--- config.mk ---
export PLATFORM = sky130hd
export DESIGN_NAME = mec_top
export DESIGN_NICKNAME = d
export VERILOG_FILES = /design/src/hdl/mec_pkg.sv /design/src/hdl/mec_prog_dec.sv /design/src/hdl/mec_top.sv
export SDC_FILE = /design/constraint.sdc
export NUM_CORES = 1
export LEC_CHECK = 0
export BUFFER_PORTS_ARGS = -buffer_cell sky130_fd_sc_hd__buf_4
export CELL_PAD_IN_SITES_DETAIL_PLACEMENT = 1
export CELL_PAD_IN_SITES_GLOBAL_PLACEMENT = 1
export CORE_MARGIN = 2
export CORE_UTILIZATION = 38
export CTS_BUF_LIST = sky130_fd_sc_hd__clkbuf_2
export CTS_CLUSTER_DIAMETER = 80
export CTS_CLUSTER_SIZE = 12
export DETAILED_ROUTE_END_ITERATION = 7
export GPL_TIMING_DRIVEN = 0
export MAX_ROUTING_LAYER = met4
export PLACE_DENSITY = 0.84
export SLEW_MARGIN = 20
export SYNTH_ARGS = -nofsm -noshare
export SYNTH_HDL_FRONTEND = slang
export SYNTH_SLANG_ARGS = --single-unit
export TNS_END_PERCENT = 50
--- constraint.sdc ---
create_clock -name clk -period 4.5 [get_ports clk]
set_clock_uncertainty 0.2 [all_clocks]
set_input_delay 0.9 -clock clk [delete_from_list [all_inputs] [get_ports clk]]
set_output_delay 0.9 -clock clk [all_outputs]
set_load 0.01 [all_outputs]
--- src/hdl/mec_pkg.sv ---
package mec_pkg;
    localparam int APB_AW = 20;
    localparam int APB_DW = 32;
    localparam int RAM_AW = 11;
    localparam int RAM_DW = 8;
    localparam int RAM_CW = 5;
    localparam int FA_W = 16;

    // Register indices; byte address is four times the index
    localparam logic [15:0] IDX_PCFG = 16'hA00D;
    localparam logic [15:0] IDX_PADL = 16'hA00E;
    localparam logic [15:0] IDX_PADH = 16'hA00F;
    localparam logic [15:0] IDX_RCTL = 16'hA017;
    localparam logic [15:0] IDX_DCFG = 16'hA02D;
    localparam logic [15:0] IDX_DADL = 16'hA02E;
    localparam logic [15:0] IDX_DADH = 16'hA02F;
    localparam logic [APB_AW-1:0] ADDR_PCFG = {2'h0, IDX_PCFG, 2'h0};
    localparam logic [APB_AW-1:0] ADDR_PADL = {2'h0, IDX_PADL, 2'h0};
    localparam logic [APB_AW-1:0] ADDR_PADH = {2'h0, IDX_PADH, 2'h0};
    localparam logic [APB_AW-1:0] ADDR_RCTL = {2'h0, IDX_RCTL, 2'h0};
    localparam logic [APB_AW-1:0] ADDR_DCFG = {2'h0, IDX_DCFG, 2'h0};
    localparam logic [APB_AW-1:0] ADDR_DADL = {2'h0, IDX_DADL, 2'h0};
    localparam logic [APB_AW-1:0] ADDR_DADH = {2'h0, IDX_DADH, 2'h0};

    // Configuration register fields, shared by data and program side
    localparam int CFG_EN_BIT = 7;
    localparam int CFG_UIE_BIT = 5;
    localparam int CFG_CIE_BIT = 4;
    localparam int CFG_UF_BIT = 1;
    localparam int CFG_CF_BIT = 0;
    localparam int RCTL_EN_BIT = 6;
    localparam int RCTL_CLR_BIT = 4;
    localparam int RCTL_FLAG_BIT = 2;
    localparam logic [7:0] CFG_RST = 8'h80;
    localparam logic [FA_W-1:0] FAULT_RST = 16'h8000;

    // Syndrome column of each SRAM data bit and each nibble data bit
    localparam logic [7:0][3:0] SRAM_COL = {4'hC, 4'hB, 4'hA, 4'h9, 4'h7, 4'h6, 4'h5, 4'h3};
    localparam logic [3:0][2:0] NIB_COL = {3'h7, 3'h6, 3'h5, 3'h3};

    typedef struct packed {
        logic req;
        logic we;
        logic [RAM_AW-1:0] addr;
        logic [RAM_DW-1:0] wdata;
    } mec_ram_req_type;

    typedef struct packed {
        logic en;
        logic we;
        logic [RAM_AW-1:0] addr;
        logic [RAM_DW+RAM_CW-1:0] wdata;
    } mec_mem_req_type;

    typedef struct packed {
        logic valid;
        logic [FA_W-1:0] addr;
        logic [15:0] word;
    } mec_fetch_type;

    typedef struct packed {
        logic [7:0] data;
        logic corr;
        logic uncorr;
    } mec_dec_type;

    function automatic logic [12:0] mec_sram_encode(input logic [7:0] d);
        logic [4:0] c;
        c = 5'h00;
        for (int i = 0; i < 4; i++) begin
            for (int j = 0; j < 8; j++) begin
                c[i] = c[i] ^ (d[j] & SRAM_COL[j][i]);
            end
        end
        c[4] = ^{d, c[3:0]};
        return {c, d};
    endfunction

    function automatic mec_dec_type mec_sram_decode(input logic [12:0] w);
        mec_dec_type r;
        logic [3:0] s;
        logic hit;
        logic [12:0] enc;
        r.data = w[7:0];
        r.corr = 1'b0;
        r.uncorr = 1'b0;
        hit = 1'b0;
        enc = mec_sram_encode(w[7:0]);
        s = enc[11:8] ^ w[11:8];
        if (^w) begin
            for (int j = 0; j < 8; j++) begin
                if (s == SRAM_COL[j]) begin
                    r.data[j] = ~w[j];
                    hit = 1'b1;
                end
            end
            // Single check-bit errors leave data intact
            if (hit || ((s & 4'(s - 4'h1)) == 4'h0)) begin
                r.corr = 1'b1;
            end else begin
                r.uncorr = 1'b1;
            end
        end else if (s != 4'h0) begin
            r.uncorr = 1'b1;
        end
        return r;
    endfunction
endpackage

--- src/hdl/mec_prog_dec.sv ---
module mec_prog_dec
    import mec_pkg::*;
(
    input wire logic [15:0] word, // Flash word, check bits high
    output mec_dec_type res // Corrected byte and error flags
);
    logic [1:0] nib_corr;
    logic [1:0] nib_uncorr;
    logic [7:0] data;

    // [RULE11] Per-nibble check code
    // [RULE12] Correct one, detect two per nibble
    for (genvar n = 0; n < 2; n++) begin : g_nib
        logic [3:0] d;
        logic [3:0] c;
        logic [2:0] s;
        logic [3:0] fix;
        assign d = word[4*n +: 4];
        assign c = word[8 + 4*n +: 4];
        assign s = {c[2] ^ d[1] ^ d[2] ^ d[3], c[1] ^ d[0] ^ d[2] ^ d[3],
                    c[0] ^ d[0] ^ d[1] ^ d[3]};
        for (genvar b = 0; b < 4; b++) begin : g_bit
            assign fix[b] = (^{d, c}) && (s == NIB_COL[b]);
        end
        assign data[4*n +: 4] = d ^ fix;
        assign nib_corr[n] = ^{d, c};
        assign nib_uncorr[n] = !(^{d, c}) && (s != 3'h0);
    end

    assign res.data = data;
    assign res.uncorr = |nib_uncorr;
    assign res.corr = (|nib_corr) && !(|nib_uncorr);
endmodule

--- src/hdl/mec_top.sv ---
// Summary of operation
// [RULE1] SRAM word is 13 bits: data byte plus five hardware check bits.
// [RULE2] SRAM checker corrects single-bit and detects double-bit errors per byte.
// [RULE3] Uncorrectable SRAM read latches address and requests interrupt.
// [RULE4] Correctable SRAM read returns corrected byte to the reader.
// [RULE5] SRAM uncorrectable flag, bit 1, set by hardware, cleared by software.
// [RULE6] SRAM correctable flag, bit 0, set by hardware, cleared by software.
// [RULE7] SRAM check enable at bit 7; data config resets to 0x80.
// [RULE8] Data config holds uncorrectable enable bit 5, correctable bit 4.
// [RULE9] SRAM fault address captured once, frozen while a flag stays set.
// [RULE10] Flash word: instruction in low byte, its check bits in high byte.
// [RULE11] High nibble of check bits guards high data nibble, low guards low.
// [RULE12] Each nibble code corrects one and detects two errors.
// [RULE13] Fetch checked in parallel; corrected byte passed; optional interrupt.
// [RULE14] Uncorrectable fetch raises interrupt or reset per configuration.
// [RULE15] Any fetch check error latches the fetch address.
// [RULE16] Program config bit 7 selects corrected or raw controller reads.
// [RULE17] Fetch uncorrectable flag, bit 1, sticky until software clears.
// [RULE18] Fetch correctable flag, bit 0, sticky until software clears.
// [RULE19] Program config holds uncorrectable enable bit 5, correctable bit 4.
// [RULE20] Software reinitialises SRAM after mode switch and after reset.
// [RULE21] Software rewrites corrected data after a correctable interrupt.
// [RULE22] Fetch error reset only when reset enable set; enable resets to zero.
// [RULE23] Check reset sets a flag cleared only by reset or clear write.
// [RULE24] Interrupt requests follow flag and matching enable both set; the fetch uncorrectable request is also masked while reset enable is set.
//
// Design decision made here: register access over APB.
module mec_top
    import mec_pkg::*;
(
    input wire logic clk, // System clock
    input wire logic sys_rst, // Async reset, active high
    input wire logic psel, // APB select
    input wire logic penable, // APB enable
    input wire logic pwrite, // APB direction
    input wire logic [APB_AW-1:0] paddr, // APB byte address
    input wire logic [APB_DW-1:0] pwdata, // APB write data
    input wire logic [3:0] pstrb, // APB byte strobes
    output logic [APB_DW-1:0] prdata, // APB read data
    output logic pready, // APB ready
    output logic pslverr, // APB error on unmapped address
    input mec_ram_req_type ram_req, // CPU data memory request
    output logic [RAM_DW-1:0] ram_rdata, // Checked read byte
    output logic ram_rvalid, // Read byte valid
    output mec_mem_req_type mem_req, // Request to 13-bit SRAM
    input wire logic [RAM_DW+RAM_CW-1:0] mem_rdata, // SRAM word, one cycle after read
    input mec_fetch_type fetch, // Instruction fetch word
    output logic [7:0] fetch_byte, // Corrected instruction byte
    output logic fetch_byte_valid, // Instruction byte valid
    input wire logic fc_valid, // Flash controller read word valid
    input wire logic [15:0] fc_word, // Flash controller raw word
    output logic [15:0] fc_rdata, // Controller read result
    output logic fc_rvalid, // Controller read result valid
    output logic sram_irq, // SRAM error interrupt request
    output logic fetch_irq, // Fetch error interrupt request
    output logic ecc_reset_req // Reset request pulse on uncorrectable fetch
);
    typedef struct packed {
        logic d_en;
        logic d_uie;
        logic d_cie;
        logic d_uf;
        logic d_cf;
        logic [FA_W-1:0] d_addr;
        logic p_fc;
        logic p_uie;
        logic p_cie;
        logic p_uf;
        logic p_cf;
        logic [FA_W-1:0] p_addr;
        logic rst_en;
        logic rst_flag;
        logic rst_req;
        logic rd_pend;
        logic rd_chk;
        logic [RAM_AW-1:0] rd_addr;
        logic [RAM_DW-1:0] rdata;
        logic rvalid;
        logic [7:0] fbyte;
        logic fvalid;
        logic [15:0] fcdata;
        logic fcvalid;
        logic ready;
        logic [APB_DW-1:0] rd;
        logic err;
    } mec_state_type;

    localparam mec_state_type ST_RST = '{
        d_en: CFG_RST[CFG_EN_BIT],
        d_uie: CFG_RST[CFG_UIE_BIT],
        d_cie: CFG_RST[CFG_CIE_BIT],
        d_addr: FAULT_RST,
        p_fc: CFG_RST[CFG_EN_BIT],
        p_uie: CFG_RST[CFG_UIE_BIT],
        p_cie: CFG_RST[CFG_CIE_BIT],
        p_addr: FAULT_RST,
        default: '0
    };

    typedef enum logic [6:0] {
        SEL_NONE = 7'h00,
        SEL_PCFG = 7'h01,
        SEL_PADL = 7'h02,
        SEL_PADH = 7'h04,
        SEL_RCTL = 7'h08,
        SEL_DCFG = 7'h10,
        SEL_DADL = 7'h20,
        SEL_DADH = 7'h40
    } mec_sel_type;

    function automatic mec_sel_type reg_sel(input logic [APB_AW-1:0] a);
        mec_sel_type s;
        s = SEL_NONE;
        if (a == ADDR_PCFG) s = SEL_PCFG;
        if (a == ADDR_PADL) s = SEL_PADL;
        if (a == ADDR_PADH) s = SEL_PADH;
        if (a == ADDR_RCTL) s = SEL_RCTL;
        if (a == ADDR_DCFG) s = SEL_DCFG;
        if (a == ADDR_DADL) s = SEL_DADL;
        if (a == ADDR_DADH) s = SEL_DADH;
        return s;
    endfunction

    function automatic logic [7:0] cfg_byte(input logic en, input logic uie, input logic cie,
                                            input logic uf, input logic cf);
        logic [7:0] v;
        v = 8'h00;
        v[CFG_EN_BIT] = en;
        v[CFG_UIE_BIT] = uie;
        v[CFG_CIE_BIT] = cie;
        v[CFG_UF_BIT] = uf;
        v[CFG_CF_BIT] = cf;
        return v;
    endfunction

    mec_state_type st_q;
    mec_state_type st_d;
    mec_dec_type sram_res;
    mec_dec_type fetch_res;
    mec_dec_type fc_res;
    mec_sel_type sel;
    logic wr_fire;
    logic [7:0] wb;
    logic d_err;
    logic f_err;

    mec_prog_dec u_fetch_dec (
        .word(fetch.word),
        .res(fetch_res)
    );

    mec_prog_dec u_fc_dec (
        .word(fc_word),
        .res(fc_res)
    );

    // [RULE1] Encode on write, raw with zero check bits when disabled
    always_comb begin
        mem_req.en = ram_req.req;
        mem_req.we = ram_req.we;
        mem_req.addr = ram_req.addr;
        mem_req.wdata = st_q.d_en ? mec_sram_encode(ram_req.wdata) : {5'h00, ram_req.wdata};
    end

    // [RULE2] Decode the returned word
    assign sram_res = mec_sram_decode(mem_rdata);
    assign d_err = st_q.rd_pend && st_q.rd_chk && (sram_res.corr || sram_res.uncorr);
    assign f_err = fetch.valid && (fetch_res.corr || fetch_res.uncorr);
    assign sel = reg_sel(paddr);
    assign wr_fire = psel && penable && pwrite && st_q.ready && pstrb[0];
    assign wb = pwdata[7:0];

    always_comb begin
        st_d = st_q;
        st_d.rst_req = 1'b0;

        // SRAM read return
        st_d.rd_pend = ram_req.req && !ram_req.we;
        st_d.rd_addr = ram_req.addr;
        st_d.rd_chk = st_q.d_en;
        st_d.rvalid = st_q.rd_pend;
        if (st_q.rd_pend) begin
            // [RULE4] Corrected byte to reader
            st_d.rdata = st_q.rd_chk ? sram_res.data : mem_rdata[7:0];
        end

        // Software side of the configuration registers
        if (wr_fire && sel == SEL_DCFG) begin
            st_d.d_en = wb[CFG_EN_BIT];
            // [RULE8] Data interrupt enables
            st_d.d_uie = wb[CFG_UIE_BIT];
            st_d.d_cie = wb[CFG_CIE_BIT];
            st_d.d_uf = st_q.d_uf && wb[CFG_UF_BIT];
            st_d.d_cf = st_q.d_cf && wb[CFG_CF_BIT];
        end
        if (wr_fire && sel == SEL_PCFG) begin
            // [RULE16] Controller read select
            st_d.p_fc = wb[CFG_EN_BIT];
            // [RULE19] Program interrupt enables
            st_d.p_uie = wb[CFG_UIE_BIT];
            st_d.p_cie = wb[CFG_CIE_BIT];
            st_d.p_uf = st_q.p_uf && wb[CFG_UF_BIT];
            st_d.p_cf = st_q.p_cf && wb[CFG_CF_BIT];
        end
        if (wr_fire && sel == SEL_RCTL) begin
            st_d.rst_en = wb[RCTL_EN_BIT];
            if (wb[RCTL_CLR_BIT]) begin
                st_d.rst_flag = 1'b0;
            end
        end

        // [RULE9] Capture only while both flags clear
        if (d_err && !st_q.d_uf && !st_q.d_cf) begin
            st_d.d_addr = {{(FA_W - RAM_AW){1'b0}}, st_q.rd_addr};
        end
        // [RULE3] Uncorrectable read flags, set wins
        // [RULE5] Sticky uncorrectable flag
        if (d_err && sram_res.uncorr) begin
            st_d.d_uf = 1'b1;
        end
        // [RULE6] Sticky correctable flag
        if (d_err && sram_res.corr) begin
            st_d.d_cf = 1'b1;
        end

        // [RULE10] Low byte is the instruction
        // [RULE13] Corrected byte to the CPU
        st_d.fvalid = fetch.valid;
        if (fetch.valid) begin
            st_d.fbyte = fetch_res.data;
        end
        // [RULE15] Latch failing fetch address
        if (f_err) begin
            st_d.p_addr = fetch.addr;
        end
        // [RULE17] Sticky fetch uncorrectable flag
        if (fetch.valid && fetch_res.uncorr) begin
            st_d.p_uf = 1'b1;
        end
        // [RULE18] Sticky fetch correctable flag
        if (fetch.valid && fetch_res.corr) begin
            st_d.p_cf = 1'b1;
        end
        // [RULE22] Reset only when enabled
        // [RULE23] Flag set wins over clear
        if (fetch.valid && fetch_res.uncorr && st_q.rst_en) begin
            st_d.rst_req = 1'b1;
            st_d.rst_flag = 1'b1;
        end

        // [RULE16] Corrected or raw controller read
        st_d.fcvalid = fc_valid;
        if (fc_valid) begin
            st_d.fcdata = st_q.p_fc ? {fc_word[15:8], fc_res.data} : fc_word;
        end

        // APB: one wait state; read data sampled in the first access cycle, write data in the second
        st_d.ready = psel && penable && !st_q.ready;
        if (psel && penable && !st_q.ready) begin
            st_d.err = (sel == SEL_NONE);
            st_d.rd = '0;
            unique case (sel)
                SEL_PCFG: st_d.rd[7:0] = cfg_byte(st_q.p_fc, st_q.p_uie, st_q.p_cie,
                                                  st_q.p_uf, st_q.p_cf);
                SEL_PADL: st_d.rd[7:0] = st_q.p_addr[7:0];
                SEL_PADH: st_d.rd[7:0] = st_q.p_addr[15:8];
                SEL_RCTL: begin
                    st_d.rd[RCTL_EN_BIT] = st_q.rst_en;
                    st_d.rd[RCTL_FLAG_BIT] = st_q.rst_flag;
                end
                SEL_DCFG: st_d.rd[7:0] = cfg_byte(st_q.d_en, st_q.d_uie, st_q.d_cie,
                                                  st_q.d_uf, st_q.d_cf);
                SEL_DADL: st_d.rd[7:0] = st_q.d_addr[7:0];
                SEL_DADH: st_d.rd[7:0] = st_q.d_addr[15:8];
                default: st_d.rd = '0;
            endcase
        end
    end

    // [RULE7] Checking on after reset
    always_ff @(posedge clk or posedge sys_rst) begin
        if (sys_rst) begin
            st_q <= ST_RST;
        end else begin
            st_q <= st_d;
        end
    end

    assign prdata = st_q.rd;
    assign pready = st_q.ready;
    assign pslverr = st_q.ready && st_q.err;
    assign ram_rdata = st_q.rdata;
    assign ram_rvalid = st_q.rvalid;
    assign fetch_byte = st_q.fbyte;
    assign fetch_byte_valid = st_q.fvalid;
    assign fc_rdata = st_q.fcdata;
    assign fc_rvalid = st_q.fcvalid;
    assign ecc_reset_req = st_q.rst_req;
    // [RULE24] Flag and enable gate the request
    // [RULE14] Reset replaces the uncorrectable interrupt
    assign sram_irq = (st_q.d_uf && st_q.d_uie) || (st_q.d_cf && st_q.d_cie);
    assign fetch_irq = (st_q.p_uf && st_q.p_uie && !st_q.rst_en) || (st_q.p_cf && st_q.p_cie);

    property p_sram_uncorr;
        @(posedge clk) disable iff (sys_rst)
        d_err && sram_res.uncorr |=> st_q.d_uf && ram_rvalid ##1 st_q.d_uf || !$past(wr_fire);
    endproperty
    a_sram_uncorr: assert property (p_sram_uncorr) else $error("uncorr flag missed"); // [RULE5]

    property p_sram_corr;
        @(posedge clk) disable iff (sys_rst)
        d_err && sram_res.corr |=> st_q.d_cf && (ram_rdata == $past(sram_res.data));
    endproperty
    a_sram_corr: assert property (p_sram_corr) else $error("corr flag or data wrong"); // [RULE4]

    property p_addr_hold;
        @(posedge clk) disable iff (sys_rst)
        (st_q.d_uf || st_q.d_cf) |=> $stable(st_q.d_addr);
    endproperty
    a_addr_hold: assert property (p_addr_hold) else $error("fault address overwritten"); // [RULE9]

    property p_addr_cap;
        @(posedge clk) disable iff (sys_rst)
        d_err && !st_q.d_uf && !st_q.d_cf |=> st_q.d_addr[RAM_AW-1:0] == $past(st_q.rd_addr);
    endproperty
    a_addr_cap: assert property (p_addr_cap) else $error("fault address not captured"); // [RULE3]

    property p_fetch_pass;
        @(posedge clk) disable iff (sys_rst)
        fetch.valid && !fetch_res.uncorr |=> fetch_byte_valid && fetch_byte == $past(fetch_res.data);
    endproperty
    a_fetch_pass: assert property (p_fetch_pass) else $error("fetch byte not passed"); // [RULE13]

    property p_fetch_addr;
        @(posedge clk) disable iff (sys_rst)
        f_err |=> st_q.p_addr == $past(fetch.addr) && (st_q.p_uf || st_q.p_cf);
    endproperty
    a_fetch_addr: assert property (p_fetch_addr) else $error("fetch addr wrong"); // [RULE15]

    property p_rst_gate;
        @(posedge clk) disable iff (sys_rst)
        ecc_reset_req |-> $past(st_q.rst_en) && st_q.rst_flag && st_q.p_uf;
    endproperty
    a_rst_gate: assert property (p_rst_gate) else $error("reset without enable"); // [RULE22]

    property p_rst_flag;
        @(posedge clk) disable iff (sys_rst)
        st_q.rst_flag && !(wr_fire && sel == SEL_RCTL) |=> st_q.rst_flag;
    endproperty
    a_rst_flag: assert property (p_rst_flag) else $error("reset flag lost"); // [RULE23]

    property p_irq;
        @(posedge clk) disable iff (sys_rst)
        st_q.d_uf && st_q.d_uie |-> sram_irq ##1 (sram_irq || !st_q.d_uf || !st_q.d_uie);
    endproperty
    a_irq: assert property (p_irq) else $error("sram irq not raised"); // [RULE24]

    property p_fc_raw;
        @(posedge clk) disable iff (sys_rst)
        fc_valid && !st_q.p_fc |=> fc_rvalid && fc_rdata == $past(fc_word);
    endproperty
    a_fc_raw: assert property (p_fc_raw) else $error("controller raw read altered"); // [RULE16]

    property p_apb_wait;
        @(posedge clk) disable iff (sys_rst)
        psel && !penable ##1 psel && penable |-> !pready ##1 pready;
    endproperty
    a_apb_wait: assert property (p_apb_wait) else $error("apb wait state wrong");

    c_sram_corr: cover property (@(posedge clk) disable iff (sys_rst) d_err && sram_res.corr);
    c_fetch_rst: cover property (@(posedge clk) disable iff (sys_rst) ecc_reset_req);
    c_fetch_irq: cover property (@(posedge clk) disable iff (sys_rst) $rose(fetch_irq));
    c_cfg_write: cover property (@(posedge clk) disable iff (sys_rst) wr_fire && sel == SEL_DCFG);
endmodule

* After elaboration in Yosys (flattened, before gate mapping)
Cells that the tools add are included.
** Operators by class
- Add/sub/neg operators :: 1
- Equality and inequality tests :: 38
- Mux-type cells :: 46
- Bitwise logic cells :: 78
- Reduce and logical (&&, ||, !) cells :: 81
** Operator list (number)
- equality test 20 x 18 -> 1 bit, second input constant :: 7
- bitwise XOR 1 bit :: 64
- logical AND 1 bit :: 48
- equality test 3 bit, second input constant :: 12
- XOR reduction 8 bit :: 4
- two-way mux 1 bit :: 28
- bitwise XOR 4 bit :: 5
- equality test 4 bit, second input constant :: 4
- two-way mux 8 bit :: 2
- case mux 3 bit (5 select lines) :: 1
- two-way mux 7 bit :: 2
- two-way mux 13 bit :: 1
- XOR reduction 13 bit :: 1
- equality test 3 x 2 -> 1 bit, second input constant :: 4
- equality test 4 x 3 -> 1 bit, second input constant :: 3
- case mux 2 bit (6 select lines) :: 1
- nonzero test 2 bit :: 6
- XOR reduction 12 bit :: 1
- two-way mux 9 bit :: 1
- logical NOT 1 bit :: 8
- two-way mux 2 bit :: 4
- NOT 1 bit :: 8
- equality test 7 x 1 -> 1 bit, second input constant :: 1
- equality test 7 x 2 -> 1 bit, second input constant :: 1
- other kinds (21) :: 27
** Storage, ports and cells
- Register bits :: 99
- Output and inout bits :: 98
- Logic and storage cells :: 271

* Logic depth before layout (Yosys ltp)
Gate-level depths: netlist of run 1.
- Word-level depth :: 22
- Gate-level depth with buffers :: 7
- Mapped depth without buffers :: 5

* Modules after synthesis
Synthesis of run 1 repeated with hierarchy kept, for this count alone.
** Unflattened totals
- Cell total of the unflattened synthesis :: 683
- Area, all modules :: 6835.3 um2
** Modules (own cells, without submodules)
- mec_top :: times used 1, cells an instance 487, area each 5386.4 um2, seq. area each 2482.4 um2
- mec_prog_dec :: times used 2, cells an instance 98, area each 724.4 um2, seq. area each 0.0 um2

* Worst setup path before layout of run 1
OpenSTA, ideal clock, no wires.
- Kind :: input to register
- Start point :: input port mem_rdata[2]
- End point :: register st_q[106] (netlist name)
- Arrival time :: 2776 ps
- Required time :: 4175 ps
- Slack :: 1399 ps
- Cell stages on the path :: 7
- Cell sequence :: xnor2_1 -> xnor3_1 -> or2_0 -> clkbuf_1 -> o31ai_2 -> buf_4 -> mux2_2
** Between the ends
- Cells in the longest elaborated chain, start to end :: 22
- Elaborated cells between the ends (all ways) :: 40
- Those cells by class :: add/sub: 1; eq/ne: 8; mux: 14; bitwise: 9; reduce/logical: 8
** RTL lines
- from (decl) :: line mec_top.sv:46 : input wire logic [RAM_DW+RAM_CW-1:0] mem_rdata,
- bitwise XOR 1 bit (4 in a row) :: line mec_pkg.sv:72 : c[i] = c[i] ^ (d[j] & SRAM_COL[j][i]);
- bitwise XOR 4 bit :: line mec_pkg.sv:89 : s = enc[11:8] ^ w[11:8];
- equality test 4 x 2 -> 1 bit :: line mec_pkg.sv:92 : if (s == SRAM_COL[j]) begin
- two-way mux 1 bit (8 in a row) :: line mec_pkg.sv:92
- two-way mux 1 bit :: line mec_pkg.sv:90 : if (^w) begin
- logical OR 1 bit :: line mec_pkg.sv:98 : if (hit || ((s & 4'(s - 4'h1)) == 4'h0)) begin
- two-way mux 1 bit :: line mec_pkg.sv:98
- two-way mux 9 bit / two-way mux 1 bit (equally long branches) :: line mec_pkg.sv:90
- logical OR 1 bit (*) :: line mec_top.sv:167 : assign d_err = st_q.rd_pend && st_q.rd_chk && (sram_res.corr || sram_res.uncorr);
- logical AND 1 bit (*) :: line mec_top.sv:167
- logical AND 1 bit (*) (2 in a row) :: line mec_top.sv:213 : if (d_err && !st_q.d_uf && !st_q.d_cf) begin
- to (signal assigned) :: line mec_top.sv:285 : st_q <= st_d;
- to (decl) :: line mec_top.sv:136 : mec_state_type st_q;
Every way passes the cells marked *; elsewhere a longest branch is shown, timed or not. The select of a mux whose other input is x is not followed.
A chain may end at the register's enable or synchronous reset.

* Worst setup path in the final report of run 1
- Start point :: input port fetch[6] (netlist name)
- End point :: register st_q[91] (netlist name)
** Between the ends
- Cells in the longest elaborated chain, start to end :: 9
- Elaborated cells between the ends (all ways) :: 14
- Those cells by class :: bitwise: 4; reduce/logical: 10
** RTL lines
- from (decl) :: line mec_top.sv:47 : input mec_fetch_type fetch,
- bitwise XOR 1 bit (2 in a row) :: line mec_prog_dec.sv:20 : assign s = {c[2] ^ d[1] ^ d[2] ^ d[3], c[1] ^ d[0] ^ d[2] ^ d[3],
- nonzero test 3 bit :: line mec_prog_dec.sv:27 : assign nib_uncorr[n] = !(^{d, c}) && (s != 3'h0);
- logical AND 1 bit :: line mec_prog_dec.sv:27
- OR reduction 2 bit :: line mec_prog_dec.sv:31, mec_prog_dec.sv:32
- logical NOT 1 bit :: line mec_prog_dec.sv:32 : assign res.corr = (|nib_corr) && !(|nib_uncorr);
- logical AND 1 bit :: line mec_prog_dec.sv:32
- logical OR 1 bit (*) :: line mec_top.sv:168 : assign f_err = fetch.valid && (fetch_res.corr || fetch_res.uncorr);
- logical AND 1 bit (*) :: line mec_top.sv:168
Every way passes the cells marked *; elsewhere a longest branch is shown, timed or not.

==> results.toml, run 1 <==
[cells_and_area]
layout_commonest_cell = "buf_4"
fin_util_pct = 51.7
drive_above_1_share_pct = 43.8
n_antenna_cell = 0
fin_nets = 941
finalNonFillerCells = 1012
multi_input_area_sq_um = 2880
seq_area_sq_um = 2480
area_growth_pct = 31.9
layout_common_cells = "buf_4 (274), dfrtp_1 (95), xnor2_1 (60)"
final_area_sq_um = 7920
fill_cells = 1757

[sta]
fmax_mhz = 324
period_needed_ns = 3.08
finalSetupViolations = 0
grt_setup_unrepaired = "no"
relSlewSlack_pct = 37.4
hold_viol_final = 0
maxSlewViolCount = 0
worstMarginPinSlew_ns = 0.934
period_share_pct = 68.5
hold_slack_ns = 0.132

[clock_tree]
clkTransAtPathRegs_ns = 0.33
clk_latency_ns = 0.64
cts_root_buffer = "clkbuf_2"
cts_made_buffers = 9
holdBufCountCts = 1
cts_max_path_buffers = 2
htreeDepth = 3
clock-sinks = 99
cts_resized = 0
cts_tree = "done"
cts_setup_buffers = 0

[place]
io_buffers = 187
dp_hpwl_microns = 13700
dp.cells = 995
place_area_sq_um = 7790
place.gp.congestion = 0.833

[synthesis]
synthSimpleGateAreaFrac_pct = 12.2
synth_cells = 573
yosysSeqAreaShare_pct = 41.3
synth.avg_cell_area_sq_um = 10.5
synth_xor_area_share_pct = 14.3
synth-main-ff-cell = "dfrtp_1"
synthAdderAreaFrac_pct = 0
synth-edff-count = 0
synth_top_family_by_area = "XOR/XNOR gates"
synth_cell_types = 52
synthMuxAreaShare_pct = 11.2
synth_seq_cells = 99
synth_warnings = 0
ys_async_sr_fraction_pct = 100
syn_area_sq_um = 6010
synth_compound_area_share_pct = 8.79

[route]
viasPerCell = 4.85
post_drt_wl_per_cell_microns = 16.6
ant_nets = 0
drt_pass1_iterations = 4
vias = 4912
postRouteWirelength_microns = 16800
first_iter_violations = 141
drc = 0

[outcome]
status = "finished clean"

[floorplanning]
core_area_sq_um = 15300
start_util_pct = 39.2
die_y_microns = 130
fp-row-count = 45
chipWidth_microns = 130
fp.dieArea_sq_um = 16800
io_pins = 243

[global_route]
grt_pass1_vias = 5397
met3_usage_pct = 3.28
grt_pass1_wl_microns = 26500
antenna_found_initial = 0
met2_usage_pct = 38.0
grt_max_degree = 78
busiest_layer = "met2"
grt_remaining_overflow = 0
met1_usage_pct = 23.3
track_usage_pct = 20.7

[pwr]
fin_total_pwr_mw = 2.12
ir_drop_uv = 145
power_density_nw_per_um2 = 268
leakage_nw = 3.67

[min_path]
worstHoldPathType = "primary input to flip-flop"

[flow_run]
maxCapViolations = 0

[worst_setup_path]
cp_max_fo = 10
critPathKind = "primary input to flip-flop"
worstPathArrival_ns = 3.43
cp-end-kind = "flip-flop"
crit_path_start_kind = "primary input"
required_ns = 4.84
rrSetupSlack_ns = 2.31
==> worst max-delay path: stages <==
cell	delay (ns)
buf_4	0.13
xnor2_1	0.13
xnor2_1	0.56
nand4_1	0.21
o31ai_2	0.80
buf_4	0.34
mux2_2	0.35
==> flip-flops by register name (all words and copies together), names as in the netlist <==
name              flops
fc_rdata             16
ram_rvalid            1
st_d                  2
fc_rvalid             1
prdata                8
ram_rdata             8
ecc_reset_req         1
pready                1
st_q                 52
fetch_byte_valid      1
fetch_byte            8
==> power breakdown <==
part / internal, mW / leakage, nW / switching, mW / total (mW)
sequential: 0.953 / 1.20 / 0.0360 / 0.989
clock: 0.0920 / 0.0694 / 0.363 / 0.455
combinational: 0.352 / 2.40 / 0.326 / 0.678
total: 1.40 / 3.67 / 0.724 / 2.12
==> per-layer routing <==
| metal | vias up | part of all wire, % |
|---|---|---|
| li1 | 2332 | - |
| met1 | 2419 | 41 |
| met2 | 143 | 52 |
| met4 | 0 | 1.5 |
| met3 | 18 | 5.1 |
| met5 | - | 0 |
==> path summary, 6_finish.rpt <==
kind | cells past startpoint | endpoint | from
worst max-delay path | 7 | st_q[91] | fetch[6]
max in group asynchronous | 4 | st_q[105] | sys_rst
worst min register to register | 0 | ram_rvalid | st_d[60]
min in group asynchronous | 3 | fc_rdata[9] | sys_rst
worst min-delay path | 1 | fetch_byte_valid | fetch[32]
worst max register to register | 6 | st_q[123] | pready
==> cell type report <==
cell class	instances	area share, %
multi-input combinational	389	36.3
sequential	99	31.3
timing repair buffer	189	18.2
buffer	102	8.95
tap	211	3.33
clock inverter	7	0.947
clock buffer	9	0.568
inverter	6	0.347
==> metrics by stage <==
| step | setup TNS (ns) | setup slack (ns) |
|---|---|---|
| global placement | -32.44 | -0.352 |
| floorplan | 0 | 0.816 |
| CTS | 0 | 1.48 |
| global route | 0 | 1.33 |
| detailed placement | 0 | 0.759 |
| finish | 0 | 1.42 |
==> synth_stat cells, types with 10 or more instances <==
cell / count / area share, %
mux2_2: 44 / 8.2
o21ai_0: 22 / 1.8
nand2_1: 23 / 1.4
xnor2_1: 60 / 8.7
buf_4: 87 / 11
nor2_1: 33 / 2.1
o31ai_1: 10 / 1.2
clkbuf_1: 14 / 0.87
xor2_1: 22 / 3.2
a21oi_1: 16 / 1.3
mux2i_1: 11 / 1.8
dfrtp_1: 95 / 40
a31oi_1: 16 / 1.7
or3_1: 12 / 1.2
==> logic make-up after synthesis <==
group	Yosys count
other	1
AOI/OAI and AO/OA	83
xor gates and xnor gates	88
buffers and inverters	108
and+or+nand+nor	136
muxes	58
DFF	99
Power figures use the tool's default switching activity.
==> run 2: changes to the inputs <==
Settings changed: ABC_AREA from default to 1, CORE_UTILIZATION 38 to 32, PLACE_DENSITY 0.84 to 0.78.
Clock period 4.5 ns to 2.6 ns, I/O delays scaled along.
==> run 2 against run 1 <==
Against the previous run:
- sequential power grew 85%
- design area is 15% higher
- first-iteration DRC count is 51% higher
- critical path depth up 1
- worst setup slack worse by 1.3 ns
- highest routed layer unchanged
- register-to-register slack got worse by 1.9 ns
- core utilization is 5.2 points lower
- sequential cell count is the same
==> results.toml, run 2 <==
[outcome]
status = "finished clean"

[synthesis]
synth_warnings = 0
synth_top_area_share_pct = 37.1
ys_top_cells_by_count = "nand2_1 (274), dfrtp_1 (95), buf_4 (85), inv_1 (85), nand3_1 (79)"
synth_cell_types = 36
synth.avg_cell_area_sq_um = 7.45
synthTopCellsByArea = "dfrtp_1 (37%), nand2_1 (16%), buf_4 (10%)"
synth_cells = 859
yosysSeqAreaShare_pct = 38.8
synth-edff-count = 0
yosysMostFrequentCell = "nand2_1"
synth_top_area_cell = "dfrtp_1"
syn_area_sq_um = 6400
synth-main-ff-cell = "dfrtp_1"
ys_async_sr_fraction_pct = 100
synth_seq_cells = 99

[route]
postRouteWirelength_microns = 20800
drt_pass1_iterations = 4
drc = 0
post_drt_wl_per_cell_microns = 14.6
ant_nets = 0
first_iter_violations = 213
viasPerCell = 4.51
vias = 6420

[clock_tree]
cts_root_buffer = "clkbuf_2"
cts_setup_buffers = 0
clock-sinks = 99
clk_latency_ns = 0.63
cts_tree = "done"
cts_max_path_buffers = 2
htreeDepth = 3
cts_made_buffers = 9
clkTransAtPathRegs_ns = 0.26

[cells_and_area]
largest_register_ffs = 52
area_growth_pct = 42.0
finalNonFillerCells = 1422
top_register = "st_q"
fill_cells = 2475
n_antenna_cell = 0
layout_common_cells = "nand2_1 (274), buf_4 (274), dfrtp_1 (95)"
fin_nets = 1298
drive_above_1_share_pct = 27.7

[sta]
period_share_pct = 95.3
fmax_mhz = 403
grt_setup_unrepaired = "no"
worstMarginPinSlew_ns = 0.633
hold_viol_final = 0
fin_ws_ns = 0.121
maxSlewViolCount = 0
relSlewSlack_pct = 57.6
hold_slack_ns = 0.0461
period_needed_ns = 2.48
finalSetupViolations = 0

[worst_setup_path]
cp_max_fo = 3
critPathKind = "primary input to output pin"
crit_path_cell_trace = "buf_4, xor2_1, or2_2, nand2_1, xor2_1, o21ai_0, a21oi_1, buf_4"
crit_path_start_kind = "primary input"
worstPathArrival_ns = 1.76
required_ns = 1.88
cpMaxStageDelayCell = "or2_2"
slowest_delay_ns = 0.30
cp-end-kind = "output pin"

[place]
io_buffers = 189
dp.cells = 1339
place.gp.congestion = 0.806
pre_cts_slack_ns = -0.177
dp_hpwl_microns = 15500

[global_route]
antenna_found_initial = 0
grt_remaining_overflow = 0
track_usage_pct = 20.4
grt_max_degree = 34
grt_pass1_wl_microns = 34400
grt_pass1_vias = 7015

[floorplanning]
fp-row-count = 51
die_y_microns = 145
fp.dieArea_sq_um = 21200
core_area_sq_um = 19500
io_pins = 243
start_util_pct = 32.8
chipWidth_microns = 145

[pwr]
power_density_nw_per_um2 = 449
ir_drop_uv = 274
leakage_nw = 4.76

[flow_run]
maxCapViolations = 0

[min_path]
worstHoldPathType = "primary input to flip-flop"
-- run 2: cell count changes after synthesis, sizes merged, moves of 11 or more --
| cell | change |
|---|---|
| nand4 | +12 |
| mux2 | -42 |
| a31oi | -16 |
| inv | +80 |
| xor2 | -13 |
| o31ai | -12 |
| or3 | -12 |
| nor2 | +18 |
| nand3 | +70 |
| mux2i | -11 |
| nand2 | +253 |
| o21ai | +16 |
-- run 2: timing repair --
item,CTS,global route
endpoints found under the setup margin,0,20
resized for setup,0,5
hold endpoints to repair,135,0
hold buffers,68,0
-- run 2: worst paths after layout --
path | startpoint | to | slack, ns | cells after the start
min in group asynchronous | sys_rst | fetch_byte[3] | 0.23 | 3
max in group asynchronous | sys_rst | st_q[121] | 1.18 | 5
hold reg to reg | st_d[60] | ram_rvalid | 0.23 | 0
setup / recovery | ram_req[2] | mem_req[12] | 0.12 | 8
setup reg to reg | pready | prdata[4] | 0.41 | 5
hold / removal | fc_word[7] | fc_rdata[7] | 0.05 | 4
-- run 2: worst max-delay path, delay by kind of cell --
| family | cells | cell delay [ns] |
|---|---|---|
| buffers and inverters | 2 | 0.26 |
| AO/OA/AOI/OAI | 2 | 0.23 |
| AND/OR/NAND/NOR | 2 | 0.37 |
| XOR/XNOR | 2 | 0.37 |
-- run 2: final cells by class --
cell class,instances,area [sq um],share of cell area [%]
Clock inverter,6,50.0,0.550
Multi-Input combinational cell,600,3000,33.0
Sequential cell,99,2480,27.3
Inverter,86,327,3.59
Buffer,97,699,7.69
Tap cell,265,332,3.65
Timing Repair Buffer,260,2160,23.8
Clock buffer,9,45.0,0.495
-- run 2: where the power goes --
group | total (mW) | internal [mW] | switching, mW | leakage (nW)
logic | 1.54 | 0.727 | 0.810 | 3.47
registers | 1.83 | 1.72 | 0.111 | 1.23
clock network | 0.712 | 0.136 | 0.576 | 0.0607
-- run 2: cells by family after synthesis --
family          share of synthesized area, %
buf+inv                                 15.9
other cells                           0.0586
xor+xnor                                10.1
compound gates                          5.77
mux                                    0.352
flops                                   38.8
simple gates                            29.0
-- run 2: per-stage QoR --
stage	power (mW)	cell area, sq um	TNS [ns]	utilization (%)
after floorplan	2.74	6490	0	-
after global placement	3.24	8240	-8.93	42.2
after detailed placement	3.29	8300	-1.53	42.5
after CTS	4.11	9080	0	46.5
after global routing	4.37	9090	0	46.6
final	4.08	9090	0	46.6
-- run 2: layer usage --
layer	up-vias	GRT usage, %	part of all wire (%)	routed length, microns
met1	3078	23.9	43	8940
met4	0	4.07	0.97	201
met3	17	3.82	4.1	858
met5	-	-	0	0
li1	3176	-	-	-
met2	149	36.8	52	10800
==> run 3: changes to the inputs <==
Settings changed: BUFFER_PORTS_ARGS -buffer_cell sky130_fd_sc_hd__buf_4 to default, CORE_UTILIZATION 32 to 42, CTS_BUF_LIST sky130_fd_sc_hd__clkbuf_2 to sky130_fd_sc_hd__clkbuf_8, DONT_BUFFER_PORTS from default to 1, PLACE_DENSITY 0.78 to 0.79.
==> run 3 against run 2 <==
Against the previous run:
- worst setup slack gained 0.15 ns
- clock-buffer cell count is the same
- hold slack got worse by 0.024 ns
- combinational power down 27%
- critical path depth shrank 2
- global-route usage grew 0.78 points
- wire length shrank 21%
- die area fell by 23%
- sequential cell count unchanged
- largest cell class unchanged
- highest routed layer unchanged
==> results.toml, run 3 (synthesis results as in run 2) <==
[place]
io_buffers = 0
dp_hpwl_microns = 13200
place_area_sq_um = 6790
place.gp.congestion = 0.825

[worst_setup_path]
crit_path_cell_trace = "xor2_1, or2_2, nand2_1, xor2_1, o21ai_0, a21oi_1"
r2r-start = "pready"
required_ns = 1.88
cpMaxStageDelayCell = "or2_2"
slowest_delay_ns = 0.30
rrSetupSlack_ns = 0.47
crit_top_cell = "xor2_1"
startpoint = "ram_req[2]"
r2r_cells = 5
cp-end-kind = "output pin"
r2r_end = "prdata[4]"
cp_max_fo = 3
worstPathArrival_ns = 1.60
crit_path_start_kind = "primary input"
critPathKind = "primary input to output pin"

[sta]
fmax_mhz = 430
worstMarginPinSlew_ns = 0.587
hold_viol_final = 0
maxSlewViolCount = 0
finalSetupViolations = 0
grt_setup_unrepaired = "no"
hold_slack_ns = 0.0220
period_share_pct = 89.4
setup-tns-final_ns = 0
relSlewSlack_pct = 60.6
period_needed_ns = 2.32

[flow_run]
maxCapViolations = 0

[route]
vias = 5390
post_drt_wl_per_cell_microns = 14.8
viasPerCell = 4.88
drt_pass1_iterations = 4
drc = 0
postRouteWirelength_microns = 16300
first_iter_violations = 186
ant_nets = 0

[cells_and_area]
fin_util_pct = 47.5
largest_register_ffs = 52
top_register = "st_q"
fill_cells = 1924
drive_above_1_share_pct = 14.0
layout_common_cells = "nand2_1 (274), dfrtp_1 (95), inv_1 (86)"
final_area_sq_um = 7140
fin_nets = 1056
multi_input_area_sq_um = 2990
area_growth_pct = 11.5
seq_area_sq_um = 2480
n_antenna_cell = 0
layout_commonest_cell = "nand2_1"

[floorplanning]
fp-row-count = 45
io_pins = 243
start_util_pct = 42.6
die_y_microns = 127
chipWidth_microns = 127
core_area_sq_um = 15000
fp.dieArea_sq_um = 16200

[min_path]
hp-start = "fetch[31]"
min_path_cells = 2
min_to = "st_q[100]"
worstHoldPathType = "primary input to flip-flop"

[clock_tree]
cts_tree = "done"
clk_latency_ns = 0.39
htreeDepth = 3
clock-sinks = 99
cts_setup_buffers = 0
cts_made_buffers = 9
cts_root_buffer = "clkbuf_8"
cts_max_path_buffers = 2
clkTransAtPathRegs_ns = 0.09

[global_route]
antenna_found_initial = 0
grt_max_degree = 36
grt_pass1_wl_microns = 26400
grt_remaining_overflow = 0
grt_pass1_vias = 5509
track_usage_pct = 21.2

[outcome]
status = "finished clean"

[pwr]
leakage_nw = 3.66
power_density_nw_per_um2 = 552
ir_drop_uv = 469
## run 3: cell types whose count changed in the layout (fill, tap and decap cells not counted), sizes merged
cell	previous run	this run
buf	282	93
dlygate4sd3	68	15
bufinv	0	1
clkinvlp	2	1
inv	88	89
## run 3: critical path: cells and delay by family
kind | cells | cell delay (ns)
compound gates | 2 | 0.36
xor+xnor | 2 | 0.34
simple gates | 2 | 0.38
## run 3: area by class of cell
cell class                 count  share of cell area (%)
tap                          188                    3.30
buffer                        97                    9.77
clock inverter                 7                   0.964
sequential                    99                    34.8
timing repair buffer          18                    3.05
clock buffer                   9                    1.74
multi-input combinational    600                    41.8
inverter                      86                    4.58
## run 3: timing repair
item	CTS	global route
gates resized for setup	0	0
hold buffers	15	0
hold endpoints to repair	29	0
## run 3: metal layers
metal  wire length, microns  global-route usage [%]  vias up
met5                      0                       -        -
met4                    178                    5.11        0
li1                       -                       -     2700
met1                   7060                    25.3     2546
met3                    888                    4.86       12
met2                   8220                    36.5      132
## run 3: worst max-delay path by stage
stage / endpoint / slack (ns) / cells after the start
after CTS: mem_req[12] / 0.27 / 6
after detailed placement: st_q[101] / 0.02 / 8
after floorplan: mem_req[12] / 0.38 / 6
final: mem_req[12] / 0.28 / 6
after global routing: st_q[101] / 0.10 / 8
after global placement: st_q[102] / 0.05 / 8
## run 3: power by group
group / internal (mW) / switching, mW
Combinational: 0.464 / 0.656
Clock: 0.445 / 0.551
Sequential: 1.72 / 0.103
Total: 2.63 / 1.31
## run 3: through the flow
| stage | cells | worst slack, ns | power (mW) |
|---|---|---|---|
| floorplan | 882 | 0.376 | 2.74 |
| global placement | 1070 | 0.0477 | 2.92 |
| detailed placement | 1073 | 0.0233 | 2.96 |
| CTS | 1104 | 0.265 | 3.99 |
| global route | 1104 | 0.104 | 4.20 |
| finish | 1104 | 0.276 | 3.94 |
